==> src/rtl/syc_pkg.sv <==
/*
  Constants, field positions and types shared by the synchronous serial
  channel core and its testbench.
  Assumes a single 40 MHz system clock and a plain register port with
  3-bit word addresses and 16-bit data.
*/
// What this block does
// RULE1: Full-duplex or half-duplex transfers, selectable.
// RULE2: Character length two to sixteen bits.
// RULE3: Master makes shift clock; slave follows it.
// RULE4: Bit order LSB-first or MSB-first.
// RULE5: Programmable clock idle level, held between transfers.
// RULE6: Programmable phase: shift and latch edges.
// RULE7: Baud generator, 20 Mbit/s to 305.18 bit/s.
// RULE8: Flag transmit and receive buffer mishandling errors.
// RULE9: Flag phase and baud-rate errors on link.
// RULE10: Separate transmit, receive and error interrupts.
// RULE11: Interrupt on empty, full and any error.
// RULE12: Loop-back routes transmit data to receiver.
// RULE13: Three pins with configurable data pin assignment.
// RULE14: Interoperates with standard SPI masters and slaves.
// RULE15: Master starts on buffer write; receive at end.
// RULE16: Error flags stay set until software clears.
package syc_pkg;

  //////////////////////////////////////////////////////////////////////////
  // Register word addresses.
  localparam logic [2:0] A_CTRL = 3'h0;
  localparam logic [2:0] A_BAUD = 3'h1;
  localparam logic [2:0] A_TXB  = 3'h2;
  localparam logic [2:0] A_RXB  = 3'h3;
  localparam logic [2:0] A_FLAG = 3'h4;
  localparam logic [2:0] A_MASK = 3'h5;
  localparam logic [2:0] A_STAT = 3'h6;

  //////////////////////////////////////////////////////////////////////////
  // Control register fields.
  localparam int C_LEN   = 0;
  localparam int C_MSB   = 4;
  localparam int C_PHASE = 5;
  localparam int C_POL   = 6;
  localparam int C_MST   = 7;
  localparam int C_EN    = 8;
  localparam int C_LOOP  = 9;
  localparam int C_HALF  = 10;
  localparam int C_SWAP  = 11;

  // Event flag and mask fields.
  localparam int F_TXE = 0;
  localparam int F_RXF = 1;
  localparam int F_TE  = 2;
  localparam int F_RE  = 3;
  localparam int F_PE  = 4;
  localparam int F_BE  = 5;
  localparam int F_W   = 6;

  //////////////////////////////////////////////////////////////////////////
  // Reset values.
  localparam logic [15:0]    CTRL_RST = 16'h0007;
  localparam logic [15:0]    BAUD_RST = 16'h0009;
  localparam logic [F_W-1:0] MASK_RST = 6'h00;

  // Timing: fastest bit rate gives a half period of one system clock.
  localparam int SYS_HZ       = 40_000_000;
  localparam int MAX_BPS      = 20_000_000;
  localparam int HALF_MIN_CYC = SYS_HZ / (2 * MAX_BPS);

  // Shifter state.
  typedef enum logic {SH_IDLE, SH_RUN} syc_shift_t;

endpackage

==> src/rtl/syc_baud.sv <==
/*
  Baud-rate generator: emits a one-cycle tick every reload+1 clocks while
  run is high, one tick per half period of the shift clock.
  Assumes reload is stable while run is high.
*/
`timescale 1ns/10ps
module syc_baud
#(
  parameter int W = 16
)
(
  input  wire logic         clk,
  input  wire logic         reset_n,
  input  wire logic         run,
  input  wire logic [W-1:0] reload,
  output logic              tick
);

  typedef struct packed {
    logic [W-1:0] cnt;
    logic         tick;
  } syc_baud_t;

  syc_baud_t s_q;
  syc_baud_t s_d;

  // Down-counter reloads on each tick and holds reload while stopped.
  always_comb
  begin
    s_d      = s_q;
    s_d.tick = 1'b0;
    if (!run)
      s_d.cnt = reload;
    else if (s_q.cnt == '0)
    begin
      s_d.cnt  = reload;
      s_d.tick = 1'b1; // RULE7
    end
    else
      s_d.cnt = W'(s_q.cnt - 1'b1);
  end

  // State register.
  always_ff @(posedge clk)
  begin
    if (!reset_n)
      s_q <= '0;
    else
      s_q <= s_d;
  end

  assign tick = s_q.tick;
endmodule

==> src/rtl/syc_channel.sv <==
/*
  Synchronous serial channel: master or slave shifter with programmable
  length, order, polarity and phase, a register port and three interrupts.
  Assumes pins arrive asynchronously and pass a three-stage synchroniser;
  the pad logic resolves each pin from its output enable.
*/
// The placing of the registers and the plain strobed port were chosen for this implementation.
`timescale 1ns/10ps
module syc_channel
#(
  parameter int BRW = 16
)
(
  input  wire logic        clk,
  input  wire logic        reset_n,
  input  wire logic [2:0]  addr,
  input  wire logic [15:0] wdata,
  input  wire logic        wr_en,
  input  wire logic        rd_en,
  output logic      [15:0] rdata,
  output logic             irq_tx,
  output logic             irq_rx,
  output logic             irq_err,
  input  wire logic        sclk_i,
  output logic             sclk_o,
  output logic             sclk_oe,
  input  wire logic        pa_i,
  output logic             pa_o,
  output logic             pa_oe,
  input  wire logic        pb_i,
  output logic             pb_o,
  output logic             pb_oe
);

  //////////////////////////////////////////////////////////////////////////
  // State.
  typedef struct packed {
    logic [15:0]          ctrl;
    logic [BRW-1:0]       baud;
    logic [15:0]          txb;
    logic [15:0]          rxb;
    logic [syc_pkg::F_W-1:0] flag;
    logic [syc_pkg::F_W-1:0] mask;
    logic                 tb_full;
    logic                 rb_full;
    logic                 loaded;
    syc_pkg::syc_shift_t  st;
    logic [4:0]           edge_k;
    logic [15:0]          sr;
    logic [15:0]          rx;
    logic                 sclk_lvl;
    logic [BRW-1:0]       hp;
    logic [2:0]           ck_s;
    logic [2:0]           da_s;
    logic [2:0]           db_s;
    logic                 ck_f;
    logic                 da_f;
    logic                 db_f;
    logic [15:0]          rdata;
    logic                 irq_tx;
    logic                 irq_rx;
    logic                 irq_err;
    logic                 sclk_o;
    logic                 sclk_oe;
    logic                 pa_o;
    logic                 pa_oe;
    logic                 pb_o;
    logic                 pb_oe;
  } syc_state_t;

  syc_state_t s_q;
  syc_state_t s_d;
  logic       tick;
  logic       done;

  //////////////////////////////////////////////////////////////////////////
  // Helpers.

  // Inserts a received bit so the character lands in the low bits.
  function automatic logic [15:0] shift_in(input logic [15:0] r, input logic b,
                                           input logic [3:0] lm1, input logic msb);
    logic [15:0] t;
    t = '0;
    if (msb)
      t = {r[14:0], b};
    else
    begin
      t      = r >> 1;
      t[lm1] = b;
    end
    return t;
  endfunction

  // Bit presented on the line for the current shift register content.
  function automatic logic tx_bit(input logic [15:0] r, input logic [3:0] lm1, input logic msb);
    return msb ? r[lm1] : r[0];
  endfunction

  // Control fields.
  logic [3:0] lm1_w;
  logic       msb_w;
  logic       ph_w;
  logic       pol_w;
  logic       mst_w;
  logic       en_w;
  logic       lb_w;
  logic       hd_w;
  logic       swap_w;
  logic [4:0] last_k;

  // A length field below one is read as two-bit characters.
  assign lm1_w  = (s_q.ctrl[syc_pkg::C_LEN +: 4] == 4'h0) ? 4'h1 : s_q.ctrl[syc_pkg::C_LEN +: 4]; // RULE2
  assign msb_w  = s_q.ctrl[syc_pkg::C_MSB];
  assign ph_w   = s_q.ctrl[syc_pkg::C_PHASE];
  assign pol_w  = s_q.ctrl[syc_pkg::C_POL];
  assign mst_w  = s_q.ctrl[syc_pkg::C_MST];
  assign en_w   = s_q.ctrl[syc_pkg::C_EN];
  assign lb_w   = s_q.ctrl[syc_pkg::C_LOOP];
  assign hd_w   = s_q.ctrl[syc_pkg::C_HALF];
  assign swap_w = s_q.ctrl[syc_pkg::C_SWAP];
  assign last_k = {lm1_w, 1'b1}; // RULE2

  // Baud generator runs only while a master transfer is in flight.
  syc_baud #(
    .W (BRW)
  ) u_baud (
    .clk     (clk),
    .reset_n (reset_n),
    .run     (en_w && mst_w && s_q.st == syc_pkg::SH_RUN),
    .reload  (s_q.baud),
    .tick    (tick)
  );

  //////////////////////////////////////////////////////////////////////////
  // Next-state logic.
  always_comb
  begin
    logic [syc_pkg::F_W-1:0] set;
    logic [syc_pkg::F_W-1:0] clr;
    logic [4:0] k;
    logic       ev;
    logic       ck_edge;
    logic       rxbit;
    logic       din_chg;
    logic       latch;
    logic       shf;
    logic       tb;
    logic       drv;
    logic       own;
    set     = '0;
    clr     = '0;
    rxbit   = 1'b0;
    ck_edge = 1'b0;
    din_chg = 1'b0;
    tb      = 1'b0;
    drv     = 1'b0;
    own     = 1'b0;
    k       = s_q.edge_k;
    ev      = 1'b0;
    latch   = 1'b0;
    shf     = 1'b0;
    done    = 1'b0;
    s_d       = s_q;
    s_d.rdata = '0;

    // Three-stage synchronisers; a level counts once stages two and three agree.
    s_d.ck_s = {s_q.ck_s[1:0], sclk_i};
    s_d.da_s = {s_q.da_s[1:0], pa_i};
    s_d.db_s = {s_q.db_s[1:0], pb_i};
    if (s_q.ck_s[2] == s_q.ck_s[1])
      s_d.ck_f = s_q.ck_s[2];
    if (s_q.da_s[2] == s_q.da_s[1])
      s_d.da_f = s_q.da_s[2];
    if (s_q.db_s[2] == s_q.db_s[1])
      s_d.db_f = s_q.db_s[2];
    ck_edge = (s_d.ck_f != s_q.ck_f);

    // Receive source: own transmit bit in loop-back, own line in half duplex, the other line otherwise.
    if (lb_w)
      rxbit = tx_bit(s_q.sr, lm1_w, msb_w); // RULE12
    else if ((mst_w ^ hd_w) ^ swap_w)
      rxbit = s_q.db_f; // RULE13
    else
      rxbit = s_q.da_f; // RULE1
    din_chg = ((mst_w ^ hd_w) ^ swap_w) ? (s_d.db_f != s_q.db_f) : (s_d.da_f != s_q.da_f);

    // Register writes.
    if (wr_en)
    begin
      case (addr)
        syc_pkg::A_CTRL: s_d.ctrl = wdata;
        syc_pkg::A_BAUD: s_d.baud = BRW'(wdata);
        syc_pkg::A_TXB:  s_d.txb  = wdata;
        syc_pkg::A_FLAG: clr      = wdata[syc_pkg::F_W-1:0];
        syc_pkg::A_MASK: s_d.mask = wdata[syc_pkg::F_W-1:0];
        default: ;
      endcase
    end

    // Register reads; reading the receive buffer empties it.
    if (rd_en)
    begin
      case (addr)
        syc_pkg::A_CTRL: s_d.rdata = s_q.ctrl;
        syc_pkg::A_BAUD: s_d.rdata = 16'(s_q.baud);
        syc_pkg::A_TXB:  s_d.rdata = s_q.txb;
        syc_pkg::A_RXB:
        begin
          s_d.rdata   = s_q.rxb;
          s_d.rb_full = 1'b0;
        end
        syc_pkg::A_FLAG: s_d.rdata = {10'h000, s_q.flag};
        syc_pkg::A_MASK: s_d.rdata = {10'h000, s_q.mask};
        syc_pkg::A_STAT: s_d.rdata = {7'h00, s_q.st == syc_pkg::SH_RUN, s_q.loaded,
                                      s_q.tb_full, s_q.rb_full, s_q.edge_k};
        default:         s_d.rdata = '0;
      endcase
    end

    // Cycles since the last slave clock edge, saturating.
    if (ck_edge)
      s_d.hp = '0;
    else if (s_q.hp != '1)
      s_d.hp = BRW'(s_q.hp + 1'b1);

    // Transfer start.
    if (!en_w)
    begin
      s_d.st     = syc_pkg::SH_IDLE;
      s_d.loaded = 1'b0;
      s_d.edge_k = '0;
    end
    else if (s_q.st == syc_pkg::SH_IDLE)
    begin
      if (mst_w)
      begin
        // Master starts as soon as a character waits in the buffer.
        if (s_q.tb_full)
        begin
          s_d.sr      = s_q.txb; // RULE15
          s_d.tb_full = 1'b0;
          set[syc_pkg::F_TXE] = 1'b1;
          s_d.st      = syc_pkg::SH_RUN;
          s_d.rx      = '0;
          k           = '0;
        end
      end
      else
      begin
        // Slave preloads so the first bit stands before the first edge.
        if (s_q.tb_full && !s_q.loaded)
        begin
          s_d.sr      = s_q.txb;
          s_d.tb_full = 1'b0;
          s_d.loaded  = 1'b1;
          set[syc_pkg::F_TXE] = 1'b1;
        end
        if (ck_edge && s_d.ck_f != pol_w)
        begin
          if (!s_q.loaded && !s_q.tb_full)
            set[syc_pkg::F_TE] = 1'b1; // RULE8
          s_d.st     = syc_pkg::SH_RUN; // RULE3
          s_d.loaded = 1'b0;
          s_d.rx     = '0;
          k          = '0;
          ev         = 1'b1;
        end
      end
    end
    else
      ev = mst_w ? tick : ck_edge; // RULE3

    // One shift clock edge: latch, shift, count.
    if (ev)
    begin
      latch = ph_w ? k[0] : ~k[0]; // RULE6
      shf   = ph_w ? (~k[0] && k != '0) : k[0]; // RULE6
      if (latch)
      begin
        s_d.rx = shift_in(s_d.rx, rxbit, lm1_w, msb_w); // RULE4
        if (din_chg && !lb_w)
          set[syc_pkg::F_PE] = 1'b1; // RULE9
      end
      if (shf)
        s_d.sr = msb_w ? (s_d.sr << 1) : (s_d.sr >> 1); // RULE4
      if (!mst_w && s_q.st == syc_pkg::SH_RUN && s_q.hp < (s_q.baud >> 1))
        set[syc_pkg::F_BE] = 1'b1; // RULE9
      if (mst_w)
        s_d.sclk_lvl = ~s_q.sclk_lvl;
      if (k == last_k)
      begin
        done        = 1'b1;
        s_d.st      = syc_pkg::SH_IDLE;
        s_d.edge_k  = '0;
        s_d.rxb     = s_d.rx; // RULE15
        if (s_d.rb_full)
          set[syc_pkg::F_RE] = 1'b1; // RULE8
        s_d.rb_full = 1'b1;
        set[syc_pkg::F_RXF] = 1'b1;
      end
      else
        s_d.edge_k = 5'(k + 1'b1);
    end

    // Clock rests at its idle level outside transfers.
    if (s_d.st == syc_pkg::SH_IDLE)
      s_d.sclk_lvl = pol_w; // RULE5

    // A buffer write after a same-cycle load still stands.
    if (wr_en && addr == syc_pkg::A_TXB)
      s_d.tb_full = 1'b1;

    // Sticky flags; a new event wins over a clear in the same cycle.
    s_d.flag = (s_q.flag & ~clr) | set; // RULE16

    // Pin drivers: master drives clock and the out line, slave the in line.
    tb  = tx_bit(s_d.sr, lm1_w, msb_w);
    drv = en_w && (hd_w ? ~tb : 1'b1); // RULE1
    own = mst_w ^ swap_w; // RULE13
    s_d.sclk_o  = s_d.sclk_lvl;
    s_d.sclk_oe = en_w && mst_w; // RULE3 RULE14
    s_d.pa_o    = tb;
    s_d.pa_oe   = own && drv;
    s_d.pb_o    = tb;
    s_d.pb_oe   = !own && drv;

    // Interrupt lines.
    s_d.irq_tx  = s_d.flag[syc_pkg::F_TXE] & s_d.mask[syc_pkg::F_TXE]; // RULE10
    s_d.irq_rx  = s_d.flag[syc_pkg::F_RXF] & s_d.mask[syc_pkg::F_RXF]; // RULE11
    s_d.irq_err = |(s_d.flag[syc_pkg::F_BE:syc_pkg::F_TE] & s_d.mask[syc_pkg::F_BE:syc_pkg::F_TE]);
  end

  //////////////////////////////////////////////////////////////////////////
  // State register.
  always_ff @(posedge clk)
  begin
    if (!reset_n)
    begin
      s_q      <= '0;
      s_q.ctrl <= syc_pkg::CTRL_RST;
      s_q.baud <= BRW'(syc_pkg::BAUD_RST);
      s_q.mask <= syc_pkg::MASK_RST;
    end
    else
      s_q <= s_d;
  end

  // Outputs.
  assign rdata   = s_q.rdata;
  assign irq_tx  = s_q.irq_tx;
  assign irq_rx  = s_q.irq_rx;
  assign irq_err = s_q.irq_err;
  assign sclk_o  = s_q.sclk_o;
  assign sclk_oe = s_q.sclk_oe;
  assign pa_o    = s_q.pa_o;
  assign pa_oe   = s_q.pa_oe;
  assign pb_o    = s_q.pb_o;
  assign pb_oe   = s_q.pb_oe;
endmodule

==> config.mk <==
export PLATFORM = sky130hd
export DESIGN_NAME = syc_channel
export DESIGN_NICKNAME = d
export VERILOG_FILES = /design/src/rtl/syc_pkg.sv /design/src/rtl/syc_baud.sv /design/src/rtl/syc_channel.sv
export SDC_FILE = /design/constraint.sdc
export NUM_CORES = 1
export LEC_CHECK = 0
export BUFFER_PORTS_ARGS = -buffer_cell sky130_fd_sc_hd__buf_2
export CAP_MARGIN = 40
export CORE_MARGIN = 4
export CORE_UTILIZATION = 50
export DETAILED_ROUTE_END_ITERATION = 12
export MAX_ROUTING_LAYER = met4
export PLACE_DENSITY = 0.66
export SETUP_SLACK_MARGIN = 0.1
export SKIP_LAST_GASP = 1
export SLEW_MARGIN = 20
export SYNTH_ARGS = -nofsm -noshare
export SYNTH_HDL_FRONTEND = slang
export SYNTH_HIERARCHICAL = 1
export SYNTH_SLANG_ARGS = --single-unit
==> constraint.sdc <==
create_clock -name clk -period 9 [get_ports clk]
set_input_delay 0.45 -clock clk [delete_from_list [all_inputs] [get_ports clk]]
set_output_delay 0.45 -clock clk [all_outputs]
set_load 0.01 [all_outputs]
# --- After elaboration in Yosys (flattened, before gate mapping) ---
# Cells that the tools add are included.
word_totals:
  ff_bits: 186
  out_inout_bits: 25
  elab_cells: 194
classes:
  n_bitwise: 15
  n_addsub: 3
  muxes: 85
  eq_ne: 19
  n_reduce_logical: 38
  n_lt_le_gt_ge: 3
op_table:
  columns: ["op", "count"]
  rows:
  - ["$mux 16", 8]
  - ["$mux 32", 4]
  - ["$pmux 16 s7", 1]
  - ["$mux 1", 53]
  - ["$mux 39", 1]
  - ["$mux 5", 7]
  - ["$mux 6", 4]
  - ["$add 16x1->16 const B", 1]
  - ["$bwmux 16", 1]
  - ["$logic_not 16->1", 1]
  - ["$lt 16x15->1", 1]
  - ["$ne 16x16->1 const B", 1]
  - ["$reduce_and 2->1", 8]
  - ["$sub 16x1->16 const B", 1]
  - ["$logic_and 1x1->1", 14]
  - ["$eq 3x3->1 const B", 3]
  - ["$bmux 1 s4", 2]
  - ["$and 6x6->6", 1]
  - ["$eq 3x2->1 const B", 2]
  - ["$ne 2x1->1 const B", 3]
  - ["$not 1->1", 6]
  - ["$not 6->6", 1]
  - ["$or 6x6->6", 1]
  - ["$reduce_and 3->1", 2]
  - ["23 further kinds", 36]

# --- Logic depth before layout (Yosys ltp) ---
# Gate-level depths: netlist (run 1).
logic_depth:
  depth_word: 20
  depth_mapped: 16
  depth_no_buf: 12

# --- By module ---
# The synthesis (run 1) kept the hierarchy.
modules_own_cells:
  columns: ["mod", "n_inst", "area_each_um2", "cells_per_inst"]
  rows:
  - ["syc_channel", 1, 8879.8, 1089]
  - ["syc_baud", 1, 950.9, 105]

# --- Least setup slack after synthesis (run 1) ---
# OpenSTA, ideal clock, no wires.
synth_timing:
  kind: "register to register"
  from: "reg s_q (netlist bit s_d[36])"
  to: "reg s_q (netlist bit pb_oe)"
  stages_incl_launch_ff: 17
  setup_time_ns: 0.073
  slack_ns: 5.620
  t_arrival_ns: 3.308
  n_path_buf: 4
  cell_sequence: "dfxtp_1 and4bb_1 or2_1 buf_6 o211ai_1 clkbuf_1 nand2_1 ha_1 o21ai_1 and3_1 buf_6 buf_6 mux2i_1 o22ai_1 and4bb_1 a31oi_1 nor3b_2"
synth_between:
  elab_chain_len: 20
  elab_cells_between_ends: 27
synth_rtl:
  columns: ["item", "line", "source"]
  rows:
  - ["from (decl)", "syc_channel.sv:71", "syc_state_t s_q;"]
  - ["$eq 1x1->1 (*)", "syc_channel.sv:170", "if (s_q.ck_s[2] == s_q.ck_s[1])"]
  - ["$mux 1 (*)", "syc_channel.sv:170", null]
  - ["$ne 1x1->1, on equally long branches", "syc_channel.sv:176, syc_channel.sv:258", null]
  - ["$logic_and 1x1->1", "syc_channel.sv:258", "if (ck_edge && s_d.ck_f != pol_w)"]
  - ["$mux 5", "syc_channel.sv:258", null]
  - ["$mux 5", "syc_channel.sv:235", "if (mst_w)"]
  - ["$mux 5", "syc_channel.sv:233", "else if (s_q.st == syc_pkg::SH_IDLE)"]
  - ["$mux 5", "syc_channel.sv:227", "if (!en_w)"]
  - ["(+4 left out)", null, null]
  - ["$mux 39 (*)", "syc_channel.sv:274", "if (ev)"]
  - ["$bmux 1 s4", "syc_channel.sv:96", "return msb ? r[lm1] : r[0];"]
  - ["$mux 1 (implied by the code)", "syc_channel.sv:96", null]
  - ["$mux 1 (*)", "syc_channel.sv:96", null]
  - ["$not 1->1 (*)", "syc_channel.sv:318", "drv = en_w && (hd_w ? ~tb : 1'b1);"]
  - ["$mux 1 (*)", "syc_channel.sv:318", null]
  - ["$logic_and 1x1->1 (*)", "syc_channel.sv:318", null]
  - ["$logic_and 1x1->1 (*)", "syc_channel.sv:325", "s_d.pb_oe = !own && drv;"]
# Every way passes the cells marked *; elsewhere a longest branch is shown, timed or not. The select of a mux whose other input is x is not followed.
# A chain may end at the register's enable or synchronous reset.

# --- Final worst setup path (run 1) ---
layout_timing:
  from: "reg s_q (netlist bit mst_w)"
  to: "reg s_q (netlist bit pb_oe)"
layout_between:
  elab_chain_len: 15
  elab_cells_between_ends: 26
layout_rtl:
  columns: ["item", "line", "source"]
  rows:
  - ["$mux 5", "syc_channel.sv:235", null]
  - ["$mux 5", "syc_channel.sv:233", null]
  - ["$mux 5", "syc_channel.sv:227", null]
  - ["$reduce_bool 5->1 / $not 1->1 (equally long branches)", "syc_channel.sv:277", "shf = ph_w ? (~k[0] && k != '0) : k[0];"]
  - ["$logic_and 1x1->1", "syc_channel.sv:277", null]
  - ["$mux 1", "syc_channel.sv:277", null]
  - ["$mux 16", "syc_channel.sv:284", "if (shf)"]
  - ["$mux 39", "syc_channel.sv:274", null]
  - ["$bmux 1 s4", "syc_channel.sv:96", null]
  - ["$mux 1 (implied by the code)", "syc_channel.sv:96", null]
  - ["$mux 1", "syc_channel.sv:96", null]
  - ["$not 1->1", "syc_channel.sv:318", null]
  - ["$mux 1", "syc_channel.sv:318", null]
  - ["$logic_and 1x1->1", "syc_channel.sv:318", null]
  - ["$logic_and 1x1->1 (*)", "syc_channel.sv:325", null]
# Marks and branches as above.

==> results of run 1 <==
[worst paths after layout]
| path | start | to | slack, ps | depth (start not counted) |
|---|---|---|---|---|
| setup reg to reg | mst_w | pb_oe | 5040 | 12 |
| setup / recovery | mst_w | pb_oe | 5040 | 12 |
| hold reg to reg | s_d[32] | s_d[33] | 430 | 1 |
| hold / removal | sclk_i | s_d[35] | 220 | 2 |
[flip-flops by register name (all words and copies together), names as in the netlist, 6 cells and up]
| register | cells |
|---|---|
| s_q | 132 |
| rdata | 16 |
| s_d | 6 |
| u_baud/s_q | 16 |
[cell families (layout without fill, tap and decap cells)]
| group | count (synthesis) | count (layout) |
|---|---|---|
| AO/OA/AOI/OAI | 282 | 282 |
| XOR/XNOR | 28 | 28 |
| adder cells (fa/ha/maj) | 19 | 19 |
| buffers and inverters | 125 | 122 |
| flip-flops | 186 | 186 |
| multiplexers | 76 | 76 |
| AND/OR/NAND/NOR | 478 | 478 |
[per-stage QoR]
| step | util [%] | setup slack, ps | hold WS (ps) | instance area, µm² |
|---|---|---|---|---|
| 2_1_floorplan | - | 5620 | 411.9 | 9831 |
| 3_3_place_gp | 51.55 | 5229 | 419.0 | 10000 |
| 3_5_place_dp | 51.63 | 5143 | 421.7 | 10010 |
| 4_1_cts | 54.66 | 5120 | 209.3 | 10600 |
| 5_1_grt | 54.71 | 4701 | 220.3 | 10610 |
| 6_report | 54.71 | 5042 | 218.5 | 10610 |
[cell usage in the layout, fill, tap and decap left out, types with 5 or more instances in the layout]
cell                           n
sky130_fd_sc_hd__dfxtp_1     186
sky130_fd_sc_hd__nand2_1     173
sky130_fd_sc_hd__nor2_1      123
sky130_fd_sc_hd__a21oi_1      99
sky130_fd_sc_hd__o21ai_0      52
sky130_fd_sc_hd__buf_2        50
sky130_fd_sc_hd__mux2i_1      47
sky130_fd_sc_hd__nand3_1      41
sky130_fd_sc_hd__a211oi_1     30
sky130_fd_sc_hd__inv_1        27
sky130_fd_sc_hd__nor2b_1      24
sky130_fd_sc_hd__nor3_1       22
sky130_fd_sc_hd__a31oi_1      19
sky130_fd_sc_hd__ha_1         19
sky130_fd_sc_hd__and2_1       18
sky130_fd_sc_hd__xor2_1       18
sky130_fd_sc_hd__clkbuf_16    17
sky130_fd_sc_hd__mux4_2       16
sky130_fd_sc_hd__and3_1       15
sky130_fd_sc_hd__nand4_1      13
sky130_fd_sc_hd__o211ai_1     12
sky130_fd_sc_hd__mux2_2       12
sky130_fd_sc_hd__nand2b_1     11
sky130_fd_sc_hd__a22oi_1      10
sky130_fd_sc_hd__xnor2_1       9
sky130_fd_sc_hd__buf_4         8
sky130_fd_sc_hd__nand3b_1      7
sky130_fd_sc_hd__o22ai_1       7
sky130_fd_sc_hd__clkinvlp_4    6
sky130_fd_sc_hd__a21o_1        5
[critical path: stages (launching register included)]
cell                       delay, ps
sky130_fd_sc_hd__dfxtp_1         790
sky130_fd_sc_hd__nand2b_1        190
sky130_fd_sc_hd__o311a_1         380
sky130_fd_sc_hd__nor2b_1         290
sky130_fd_sc_hd__inv_1            90
sky130_fd_sc_hd__ha_1            190
sky130_fd_sc_hd__o21ai_1         270
sky130_fd_sc_hd__nand3_1         660
sky130_fd_sc_hd__mux2i_1         350
sky130_fd_sc_hd__o2111a_1        210
sky130_fd_sc_hd__o211a_1         160
sky130_fd_sc_hd__a31oi_1         110
sky130_fd_sc_hd__nor3b_2         180
[power breakdown]
group / switching (mW) / internal [mW] / total [mW]
Clock: 0.340 / 0.418 / 0.758
Combinational: 0.0747 / 0.0374 / 0.112
Sequential: 0.0127 / 0.833 / 0.846
Total: 0.427 / 1.29 / 1.72
[metal layers]
metal / wire (µm) / share of wire (%)
met1: 13640 / 45
met2: 13010 / 43
met3: 2567 / 8.5
met4: 1060 / 3.5
met5: 0 / 0
[cell type report]
type | instances | area (µm²) | share of cell area, %
Sequential cell | 186 | 3724 | 35.08
Inverter | 30 | 113.9 | 1.073
Timing Repair Buffer | 60 | 336.6 | 3.171
Multi-Input combinational cell | 883 | 5520 | 52.01
Clock buffer | 19 | 442.9 | 4.173
Tap cell | 265 | 331.6 | 3.124
Clock inverter | 13 | 145.1 | 1.367
==> impl.org, run 1 <==
** Run status
- Result of the run :: complete, no violations

** STA
- Max Freq :: 252.7 MHz
- Setup repair after global routing left no endpoint under its margin.
- Headroom to the max-slew limit came out at 43.84%.
- Setup violations remaining at the end of the flow were counted as 0.
- Worst clock skew on the final layout :: 8.707 ps
- The hold violation count in the final report is 0.
- The routed design could run at a clock period as short as 3958 ps.
- Total Negative Setup Slacks :: 0 ps
- Tcrit/Tclk final :: 43.98%
- Final slew viol count :: 0
- For the pin with the worst max-slew slack, the measured transition is about 840 ps.

** Yosys
- Area of the mapped netlist :: 9831 µm²
- Post-Synth Simple-Gate Area :: approximately 23%
- Number of synthesized flops with an enable pin :: 0
- In the synthesized netlist, the number of instances is between 1,000 and 1,500.
- The portion of synthesized area spent on multiplexers is 9.940%.
- After Yosys synthesis, full adders, half adders and majority gates account for about 2.4% of the synthesized area.
- The most common cell in the synthesized netlist is sky130_fd_sc_hd__dfxtp_1.
- Async set-reset flop share out of synthesis :: 0%
- The top cell type by area accounts for a little under two fifths of the synthesized area.
- Counting distinct cell types in the post-synthesis netlist gives 80.
- Number of synthesized register bits :: 186
- Xor and xnor area share after synthesis :: 2.647%
- Number of warning messages in the yosys log :: 6
- The biggest area contributor in the post-synthesis netlist is sky130_fd_sc_hd__dfxtp_1.
- Ranking of synthesized cells by area :: sky130_fd_sc_hd__dfxtp_1, sky130_fd_sc_hd__nand2_1, sky130_fd_sc_hd__a21oi_1
- Main combinational cell family by area after synthesis :: simple AND/OR/NAND/NOR gates
- Mean instance size in the synthesized netlist :: 8.233 µm²
- The number of nets handed over by synthesis was 1,239.
- For this run, the leading register cell type out of synthesis is sky130_fd_sc_hd__dfxtp_1.
- Seq/Total Area, Yosys :: ~38%
- Sorting the synthesized cells by how often they occur yields sky130_fd_sc_hd__dfxtp_1, sky130_fd_sc_hd__nand2_1, sky130_fd_sc_hd__nor2_1.
- Summing the areas of all compound-gate instances in the mapped netlist gives 18.02% of the synthesized area.

** Floorplanning
- Number of top-level design ports :: 51
- The die covers 21,970 µm².
- X dimension of the die :: 148.2 µm
- Standard-cell row count :: around 50
- Core region area :: a little under 20,000 µm²
- For this configuration, the core starts out at a cell density of 50.68%.
- In this run the vertical extent of the chip is between 100 and 150 µm.

** GRT
- The number of antenna violations at the first check in global routing came to 1.
- The first global-routing pass estimated 45,830 µm of wire.
- The layer flagged by global routing as most heavily used is met2.
- Met3 demand-to-capacity share in global routing :: 5.454%
- Congestion Overflow GR :: 0
- The via count of the first global-routing pass is 7,957.
- Pin count of the biggest net entering global routing :: 74
- For this run, global-route usage on met1 was measured as roughly 38%.
- Met2 track demand over resource :: 39.78%
- For this run, the total global-route usage over all layers was measured as 27.74%.

** Power
- Overall power consumption :: 1.716 mW
- For this design the ratio of total power to cell area is ~160 nW/µm².
- The worst-case IR drop observed on VDD is 0.0001326 V.
- LEAKAGE :: 3.902 nW

** CTS
- Buffers from clock root to sink, at most :: 2
- CTS tree :: done
- Clock latency at the later pin of the worst-skew pair :: 440 ps
- Number of buffers inserted during clock tree synthesis :: 17
- Clock root buffer master :: sky130_fd_sc_hd__clkbuf_16
- Total number of H-tree levels :: 4
- Number of buffers added for setup after CTS :: 0
- Clock edge transition at the registers on the reported setup and hold paths :: ~70 ps
- Post-CTS repair changed the size of 0 cells.
- After clock tree synthesis, the flow added hold-fix buffers numbering 0.
- Clock tree synthesis found a total of 186 sinks.

** Layout
- After the last flow step, the layout net total stands at between 1,000 and 1,500.
- Final non-filler cell total :: 1,456
- 0 antenna diodes ended up in the layout.
- The area growth from synthesis to layout is 7.967%.
- After filler insertion, the fill cell instance count of the layout stands at approximately 1,900.
- Of the cells placed in the final design, the portion with a size suffix greater than 1 is 11.75%.

** Route
- The detailed router placed 8,951 vias in this run.
- In the final routed layout, each cell accounts on average for roughly 21 µm.
- The final layout contains routed wiring with a total length of about 30,000 µm.
- For this run, design rule violations remaining after detail routing come to 0.
- Once detail routing completed, the nets flagged for antenna violations numbered 0.
- Router iterations before antenna repair :: 6
- Vias per std cell :: 6.148
- First-iteration detailed-routing DRC count :: ~1,000

** Critical path
- STA puts the critical path data arrival time at between 4000 and 5000 ps.
- The worst setup path is launched from a register.
- Type of destination of the critical path :: register
- Worst EP required :: 9370 ps
- Worst setup path class :: reg -> reg
- Of all nets on the critical path, the largest fanout is 21.

** Hold path
- The tightest min-delay check is of the in -> reg type.

** Run
- Number of maximum-capacitance violations :: 0

** Place
- Buffers on Ports :: 50
- Final weighted congestion in routability-driven placement :: about 0.9
- After legalization and detailed placement, the total HPWL measured between 20,000 and 25,000 µm.
- After detailed placement, the design holds a cell count of 1,423.
(Power assumes the default switching activity.)
==> inputs of run 2 (changes only) <==
- ABC_AREA: default -> 1
- clock period: 9 -> 4 ns (I/O delays scaled with it)
==> run 2 against run 1 <==
  * Synthesized cell count up 21%
  * Combinational power rose to 2.7 times the previous value
  * Clock-buffer cell count is the same
  * Power up 120%
  * Cell area is 1.6% higher
  * Register-to-register slack got worse by 4300 ps
  * Global-route usage is 0.31 points lower
  * Critical path depth is 12 higher
  * Setup slack worse by 4300 ps
  * Die area rose by 1.2%
  * Sequential share of layout area down 0.54 points
  * Largest cell class unchanged
  * Via count increased by 7.0%
==> impl.org, run 2 <==
** Run status
- The run finished with clean final reports.

** Layout
- The fill cell instance count of the final layout was 1,936 (+3.3%).
- N_diodes :: 0 (unchanged)
- Leaving out fill and tap cells, the most frequent cells in the layout are sky130_fd_sc_hd__nand2_1, sky130_fd_sc_hd__inv_1, sky130_fd_sc_hd__dfxtp_1.
- The fraction of final layout cells with drive strength greater than 1 is 9.898% (-1.9 points).
- The final cell count without fillers was 1,730 (+19%).
- Most common library cell in the layout ignoring fill and taps :: sky130_fd_sc_hd__nand2_1
- Layout-stage area growth over the synthesis result :: 8.324%
- The total area of sequential cells is 3724 µm² (unchanged).
- Total number of nets in the final design :: 1,497 (+22%)
- Flip-flop count of the largest register after layout :: 132 (unchanged)
- Multi-input combinational cell area :: 4990 µm² (-9.6%)
- More flip-flops sit in one register than any other, and that register is s_q.

** Floorplanning
- The I/O pin count was 51 (unchanged).
- Die extent in y :: 149.1 µm (+0.57%)
- Standard-cell row count :: 51 (unchanged)
- Initial standard-cell utilization of the core :: 50.96% (+0.28 points)
- Die Footprint :: 22,220 µm² (+1.2%)
- The chip width was 149.1 µm (+0.57%).
- The area of the core came to 19,530 µm² (+0.66%).

** CTS
- The number of clock sinks seen by CTS was 186 (unchanged).
- The clock transition at the registers of the reported paths is 70 ps (about the same).
- The insertion delay of the later-clocked pin in the worst-skew pair is 440 ps (about the same).
- TritonCTS built the clock tree.
- The root buffer cell chosen for the clock tree is sky130_fd_sc_hd__clkbuf_16.
- The number of clock buffers inserted by TritonCTS was 17 (unchanged).
- The post-CTS resize count is 0 (unchanged).
- The maximum clock insertion buffer count came to 2 (unchanged).
- Total number of H-tree levels :: 4 (unchanged)

** Yosys
- Number of warning messages in the yosys log :: 6 (unchanged)
- The portion of the post-synthesis area used by sequential elements is 37.42% (-0.46 points).
- Synth Net Count :: 1,490 (+20%)
- The average cell area after synthesis was 6.886 µm² (-16%).
- In the synthesized netlist, the cells that appear most often are sky130_fd_sc_hd__nand2_1, sky130_fd_sc_hd__inv_1, sky130_fd_sc_hd__dfxtp_1.
- The number of distinct library cells after synthesis came to 55 (-31%).
- Yosys instantiated no cell more often than sky130_fd_sc_hd__nand2_1.
- Ranking of synthesized cells by area :: sky130_fd_sc_hd__dfxtp_1, sky130_fd_sc_hd__nand2_1, sky130_fd_sc_hd__inv_1
- Async set-reset flop share out of synthesis :: 0% (unchanged)
- Number of synthesized register bits :: 186 (unchanged)
- Number of synthesized flops with an enable pin :: 0 (unchanged)
- Most used DFF post-synth :: sky130_fd_sc_hd__dfxtp_1
- The summed instance area of the synthesized netlist came to 9951 µm² (+1.2%).
- Fraction of synthesized cell area taken by the top area cell type :: 37.42% (-0.46 points)
- The number of instances in the synthesized netlist is 1,445 (+21%).
- Summed over all instances, the cell type with the most area after synthesis is sky130_fd_sc_hd__dfxtp_1.

** Power
- The areal power density over the cells was 352.4 nW/µm² (+120%).
- LEAKAGE :: 4.814 nW (+23%)
- The maximum VDD drop came to 0.0003024 V (+130%).

** Critical path
- The data required time of the critical path was 4320 ps (-5050 ps).
- The worst register-to-register path begins at mst_w.
- Type of destination of the critical path :: register
- The critical-path maximum fanout is 23 (+9.5%).
- Data arrival time of the worst path :: 3610 ps (-720 ps)
- The worst setup path is launched from a register.
- The critical path in this run is classified as reg -> reg.
- CP Launch Point :: mst_w

** STA
- The count of endpoints failing setup in the final report was 0 (unchanged).
- The worst hold slack was 38.88 ps (-179.7 ps).
- Worst slew margin relative to its limit :: 50.50% (+6.7 points)
- Total Negative Setup Slacks :: 0 ps (unchanged)
- Max Freq :: 304.2 MHz (+20%)
- The final max-slew violation count was 0 (unchanged).
- Min Clock Period, post-route :: 3287 ps (-670.9 ps)
- Setup repair after global routing left no endpoint under its margin.
- The worst clock skew came to 11.99 ps (+3.280 ps).
- Endpoints failing hold :: 0 (unchanged)
- Worst-margin pin slew :: 742.6 ps (-99.79 ps)
- The final worst-path cycle share is 82.17% (+38 points).

** Place
- The number of placed instances with taps included was 1,694 (+19%).
- The number of input and output port buffers inserted was 50 (unchanged).
- Final weighted congestion in routability-driven placement :: 1.006 (+8.8%)
- Estimated wirelength of the detail-placed design :: 21,400 µm (-0.58%)

** GRT
- The maximum number of pins on one net before global-route repair is 64 (-14%).
- The total global routing overflow was 0 (unchanged).
- Vias in the first global route :: 8,442 (+6.1%)
- The wire length of the first global-routing pass is 46,480 µm (+1.4%).
- Overall global routing resource usage :: 27.43% (-0.31 points)
- Antenna violations before repair :: 0 (-1)

** Route
- The number of remaining DRC errors was 0 (unchanged).
- The DRC violation total after the first TritonRoute iteration was 1,041 (unchanged).
- DR vias :: 9,580 (+7.0%)
- The average vias per placed instance was 5.538 (-9.9%).
- Router iterations before antenna repair :: 6 (unchanged)
- Wire length per cell :: 16.97 µm (-18%)
- Routed WL :: 29,370 µm (-3.0%)
- Detail Route Antenna Nets :: 0 (unchanged)

** Hold path
- The min-delay analysis places its worst path in the category in -> reg.
- The startpoint identified for the worst hold timing path is wdata[15].

** Run
- The number of max-capacitance violations reported came to 0 (unchanged).
-- run 2: cell count changes after synthesis, sizes merged, moves of 21 or more --
cell | before | now
mux2i | 47 | 4
o21ai | 55 | 139
a211oi | 30 | 4
clkbuf | 61 | 36
nand2 | 173 | 311
a21oi | 99 | 120
nor2b | 24 | 0
inv | 29 | 207
nor2 | 124 | 148
-- run 2: cells by family after synthesis --
family                   after synthesis  synth area share [%]
AND/OR/NAND/NOR                      572                 24.75
AO/OA/AOI/OAI                        360                 21.21
buffers and inverters                289                 12.51
flip-flops                           186                 37.42
adder cells (fa/ha/maj)               19                 2.389
XOR/XNOR                              15                 1.320
multiplexers                           4                0.4024
-- run 2: final timing paths --
| path | endpoint | slack (ps) | cells after the start |
|---|---|---|---|
| worst min-delay path | s_q[170] | 40 | 3 |
| worst max-delay path | pa_oe | 710 | 24 |
| worst max register to register | pa_oe | 710 | 24 |
| worst min register to register | s_d[30] | 410 | 2 |
-- run 2: what timing repair did --
action                     in CTS  in global routing
buffers inserted                0                  0
hold buffers                    3                  0
setup endpoints to repair       0                  0
hold endpoints to repair        3                  0
-- run 2: stage by stage --
stage                     setup slack [ps]  utilization (%)  instance area, µm²  power, mW
final                                713.1            55.20               10780      3.799
after global routing                 445.0            55.20               10780      3.942
after CTS                            735.3            55.13               10760      3.810
after detailed placement             755.9            52.21               10190      2.243
after global placement               776.9            52.13               10180      2.240
after floorplan                       1443                -                9951      2.148
-- run 2: area by class of cell --
type,instances,area share [%]
Sequential cell,186,34.54
Inverter,209,7.301
Clock inverter,13,0.8938
Multi-Input combinational cell,970,46.29
Clock buffer,19,4.109
Tap cell,265,3.076
Timing Repair Buffer,68,3.784
-- run 2: worst max-delay path, stage by stage, from the launching register on --
cell,delay [ps]
sky130_fd_sc_hd__dfxtp_1,510
sky130_fd_sc_hd__inv_2,150
sky130_fd_sc_hd__nand3_4,140
sky130_fd_sc_hd__nand2_2,90
sky130_fd_sc_hd__nand2_4,250
sky130_fd_sc_hd__inv_2,60
sky130_fd_sc_hd__nor2_1,160
sky130_fd_sc_hd__inv_2,50
sky130_fd_sc_hd__ha_1,180
sky130_fd_sc_hd__inv_1,60
sky130_fd_sc_hd__a21oi_2,30
sky130_fd_sc_hd__nand2_2,320
sky130_fd_sc_hd__nand3_4,280
sky130_fd_sc_hd__nand2_1,160
sky130_fd_sc_hd__nand3_1,80
sky130_fd_sc_hd__nand2_1,80
sky130_fd_sc_hd__inv_1,40
sky130_fd_sc_hd__nand2_1,50
sky130_fd_sc_hd__nand2_1,40
sky130_fd_sc_hd__nand2_1,80
sky130_fd_sc_hd__inv_1,30
sky130_fd_sc_hd__nand2_1,100
sky130_fd_sc_hd__nand3_1,80
sky130_fd_sc_hd__nand2_1,80
sky130_fd_sc_hd__nor2_1,40
-- run 2: power by group --
part	switching, mW	internal [mW]	total [mW]	leakage [nW]
clock	0.774	0.816	1.59	0.263
combinational	0.209	0.0894	0.298	3.04
sequential	0.0274	1.88	1.91	1.51
total	1.01	2.79	3.80	4.81
-- run 2: per-layer routing --
layer  vias up  global-route usage [%]  wire (µm)
met3        56                   5.196       2238
met5         -                       -          0
li1       4758                       -          -
met4         0                   8.055        758
met1      4363                   39.75      13820
met2       403                   38.95      12550
==> inputs of run 3 (changes only) <==
- ABC_AREA: 1 -> 0
- PLACE_DENSITY: 0.66 -> 0.69
- clock period: 4 -> 2.94 ns (I/O delays scaled with it)
==> run 3 against run 2 <==
  * The flow now finishes with violations (negative setup slack)
  * Setup slack lost 740 ps
  * Sequential power grew 36%
  * Largest cell class unchanged
  * Largest power group unchanged
  * Power grew 40%
  * Clock power grew 48%
  * Via count shrank 2.7%
  * Routed wire length grew 5.7%
  * Utilization grew 3.9 points
  * Clock-buffer cell count grew 2
  * Die area shrank 1.1%
  * Worst hold slack lost 29 ps
  * Final cell count shrank 12%
  * Register-to-register slack lost 740 ps
  * Critical path type unchanged
==> impl.org, run 3 (synthesized netlist as in run 1, its figures left out) <==
** Layout
- Total number of nets in the final design :: 1,299 (-13%)
- The total area of sequential cells came to 3732 µm² (+0.24%).
- The fill cell instance count of the final layout was 1,746 (-9.8%).
- Multi-input combinational cell area :: 5657 µm² (+13%)
- The fraction of final layout cells with drive strength greater than 1 is 17.93% (+8.0 points).
- The flip-flop count of the largest register, all copies and words added is 132 (unchanged).
- Most common library cell in the layout ignoring fill and taps :: sky130_fd_sc_hd__dfxtp_1
- The final cell count without fillers came to 1,531 (-12%).
- Layout-stage area growth over the synthesis result :: 16.62%
- Post-Layout Inst Area :: 11,460 µm² (+6.4%)
- Ranked by flip-flop count, first place goes to s_q.
- Most frequent cells in the layout :: sky130_fd_sc_hd__dfxtp_1, sky130_fd_sc_hd__nand2_1, sky130_fd_sc_hd__nor2_1
- The antenna diode count came to 0 (unchanged).

** Critical path
- Data arrival time of the worst path :: 3340 ps (-270 ps)
- The worst setup path is captured at a register.
- The worst setup path is launched from a register.
- Worst EP required :: 3310 ps (-1010 ps)
- By startpoint and endpoint, the worst setup path is classified as reg -> reg.
- Among cell families on the critical path, the largest total delay comes from simple AND/OR/NAND/NOR gates.
- The slowest stage of the critical path is the sky130_fd_sc_hd__o311a_1 cell.
- Worst-case reg-to-reg path depth :: 14 (-42%)
- Flop-to-flop setup slack :: -30 ps (-740 ps)
- The critical-path maximum fanout came to 4 (-83%).
- Count of buffering cells on the critical path with inverters included :: 3 (-3)
- Walking the worst path, the cells encountered are and4bb_2, o311a_1, nor2b_2, inv_1, ha_4, o21ai_4, and3_4, buf_12, buf_12, mux2i_2, o22ai_1, and4bb_1, a31oi_4, nor3b_2.
- The biggest cell delay along the critical path is 370 ps (-140 ps).
- Reg-to-reg endpoint :: pb_oe
- Most common cell type on the critical path :: sky130_fd_sc_hd__buf_12
- RR Startpoint :: pol_w

** CTS
- Clock root buffer master :: sky130_fd_sc_hd__clkbuf_16
- The maximum level of the CTS H-tree is 4 (unchanged).
- The number of clock buffers inserted by TritonCTS was 17 (unchanged).
- The clock transition at the registers of the reported paths came to 70 ps (about the same).
- CTS tree :: done
- Clock latency at the later pin of the worst-skew pair :: 440 ps (about the same)
- The number of clock sinks seen by CTS came to 186 (unchanged).
- The maximum clock insertion buffer count is 2 (unchanged).

** Place
- Placed insts :: 1,459 (-14%)
- Cell Area, Placed :: 10,380 µm² (+1.8%)
- The number of input and output port buffers inserted came to 50 (unchanged).
- The final estimated routing congestion in global placement came to 0.9748 (-3.1%).
- Estimated wirelength of the detail-placed design :: 21,560 µm (+0.74%)

** STA
- The count of endpoints failing setup in the final report was 2 (+2).
- The worst-margin pin slew was 760.3 ps (+17.79 ps).
- The worst clock skew came to 8.935 ps (-3.052 ps).
- The final max-slew violation count came to 0 (unchanged).
- Max Freq :: 336.5 MHz (+11%)
- Tcrit/Tclk final :: 101.1% (+19 points)
- RSZ-0062 raised after global routing :: true
- The hold violation count in the final report came to 0 (unchanged).
- The minimum clock period was 2971 ps (-315.4 ps).
- The total negative setup slack came to -33.14 ps (-33.14 ps).
- Worst setup margin :: -31.49 ps (-744.6 ps)
- Worst slew margin relative to its limit :: 49.17% (-1.3 points)

** Floorplanning
- The number of rows created at floorplan was 51 (unchanged).
- The starting density of the core is 50.68% (-0.28 points).
- The I/O pin count is 51 (unchanged).
- Die Footprint :: 21,970 µm² (-1.1%)
- The chip width is 148.2 µm (-0.57%).
- The area of the core came to 19,400 µm² (-0.65%).
- The height of the chip is 148.2 µm (-0.57%).

** GRT
- The number of antenna violations at the first check in global routing came to 0 (unchanged).
- Overall global routing resource usage :: 28.22% (+0.79 points)
- Pin count of the biggest net entering global routing :: 56 (-13%)
- The total global routing overflow came to 0 (unchanged).
- Global-route wire length before repair :: 47,400 µm (+2.0%)
- The via count of the first global-routing pass was 8,335 (-1.3%).

** Hold path
- Type of the worst min-delay path :: in -> reg
- The path with the worst hold slack has its endpoint at s_q[147].
- The number of stages on the worst hold path came to 3 (unchanged).
- In this run the most critical hold path is launched from wdata[8].

** Route
- The number of remaining DRC errors came to 0 (unchanged).
- The overall routed net length was 31,050 µm (+5.7%).
- Router iterations before antenna repair :: 6 (unchanged)
- The average vias per placed instance was 6.088 (+9.9%).
- DR vias :: 9,320 (-2.7%)
- The mean routed wirelength per cell came to 20.28 µm (+19%).
- Detail Route Antenna Nets :: 0 (unchanged)
- First-iteration detailed-routing DRC count :: 1,121 (+7.7%)

** Run
- The number of max-capacitance violations reported is 0 (unchanged).

** Power
- Max IR drop VDD :: 0.0003900 V (+29%)
- The areal power density over the cells came to 464.7 nW/µm² (+32%).
- LEAKAGE :: 4.335 nW (-9.9%)

** Run status
- The checks that failed: negative setup slack.
- Result of the run :: finished, violations left
==> run 3: cell count changes in the layout (fill, tap and decap cells not counted), sizes merged, moves of 15 or more <==
cell	before	now
a211oi	4	30
a21oi	120	99
a31oi	3	19
and2	2	18
buf	65	122
inv	209	33
mux2i	4	47
mux4	0	16
nand2	311	173
nand3	56	41
nor2	148	124
nor2b	0	24
o21ai	139	55
o22ai	22	7
==> run 3: how the worst max path moves through the flow <==
stage                     slack, ps  endpoint  startpoint  cells after the start
after floorplan                -210     pb_oe       pol_w                     16
after global placement          110     pb_oe     s_q[27]                     13
after detailed placement        -20     pb_oe     s_q[27]                     13
after CTS                        80     pb_oe     s_q[27]                     14
after global routing           -150     pb_oe     s_q[27]                     15
final                           -30     pb_oe       pol_w                     14
==> run 3: worst min-delay path: stages <==
cell and delay, ps:
sky130_fd_sc_hd__buf_2 140, sky130_fd_sc_hd__nand2_1 60, sky130_fd_sc_hd__a21oi_1 50
==> run 3: stage by stage <==
step | utilization, % | worst slack [ps] | hold slack (ps) | power (mW)
floorplan | - | -205.1 | 271.0 | 2.873
CTS | 58.45 | 75.51 | 1.246 | 5.331
global placement | 53.52 | 108.4 | 357.5 | 2.992
finish | 59.10 | -31.49 | 9.493 | 5.328
global route | 59.10 | -147.4 | 28.48 | 5.483
detailed placement | 53.52 | -22.17 | 359.3 | 2.996
==> run 3: what timing repair did <==
| item | CTS | global route |
|---|---|---|
| endpoints found under the hold margin | 29 | 0 |
| resized for setup | 15 | 13 |
| endpoints found under the setup margin | 3 | 35 |
| cloned | 0 | 1 |
| hold buffers | 13 | 0 |
| pin swaps | 10 | 3 |
| setup buffers | 20 | 6 |
==> run 3: routing by layer <==
metal,up-vias,part of all wire (%),GRT usage (%),wire length (µm)
li1,4335,-,-,-
met1,4441,43,38.54,13360
met2,469,44,41.70,13750
met3,75,8.8,4.997,2727
met4,0,3.9,11.41,1207
met5,-,0,-,0
==> run 3: final cells by class <==
class | count | area share, %
Clock inverter | 10 | 1.146
Clock buffer | 21 | 4.016
Timing Repair Buffer | 136 | 9.058
Inverter | 30 | 0.9931
Sequential cell | 186 | 32.55
Tap cell | 265 | 2.892
Multi-Input combinational cell | 883 | 49.34
==> run 3: report_power, final <==
group	total, mW	leakage [nW]	internal, mW	switching [mW]
logic	0.379	2.54	0.142	0.238
clock network	2.36	0.287	1.31	1.05
registers	2.59	1.51	2.55	0.0374
total	5.33	4.34	4.01	1.32
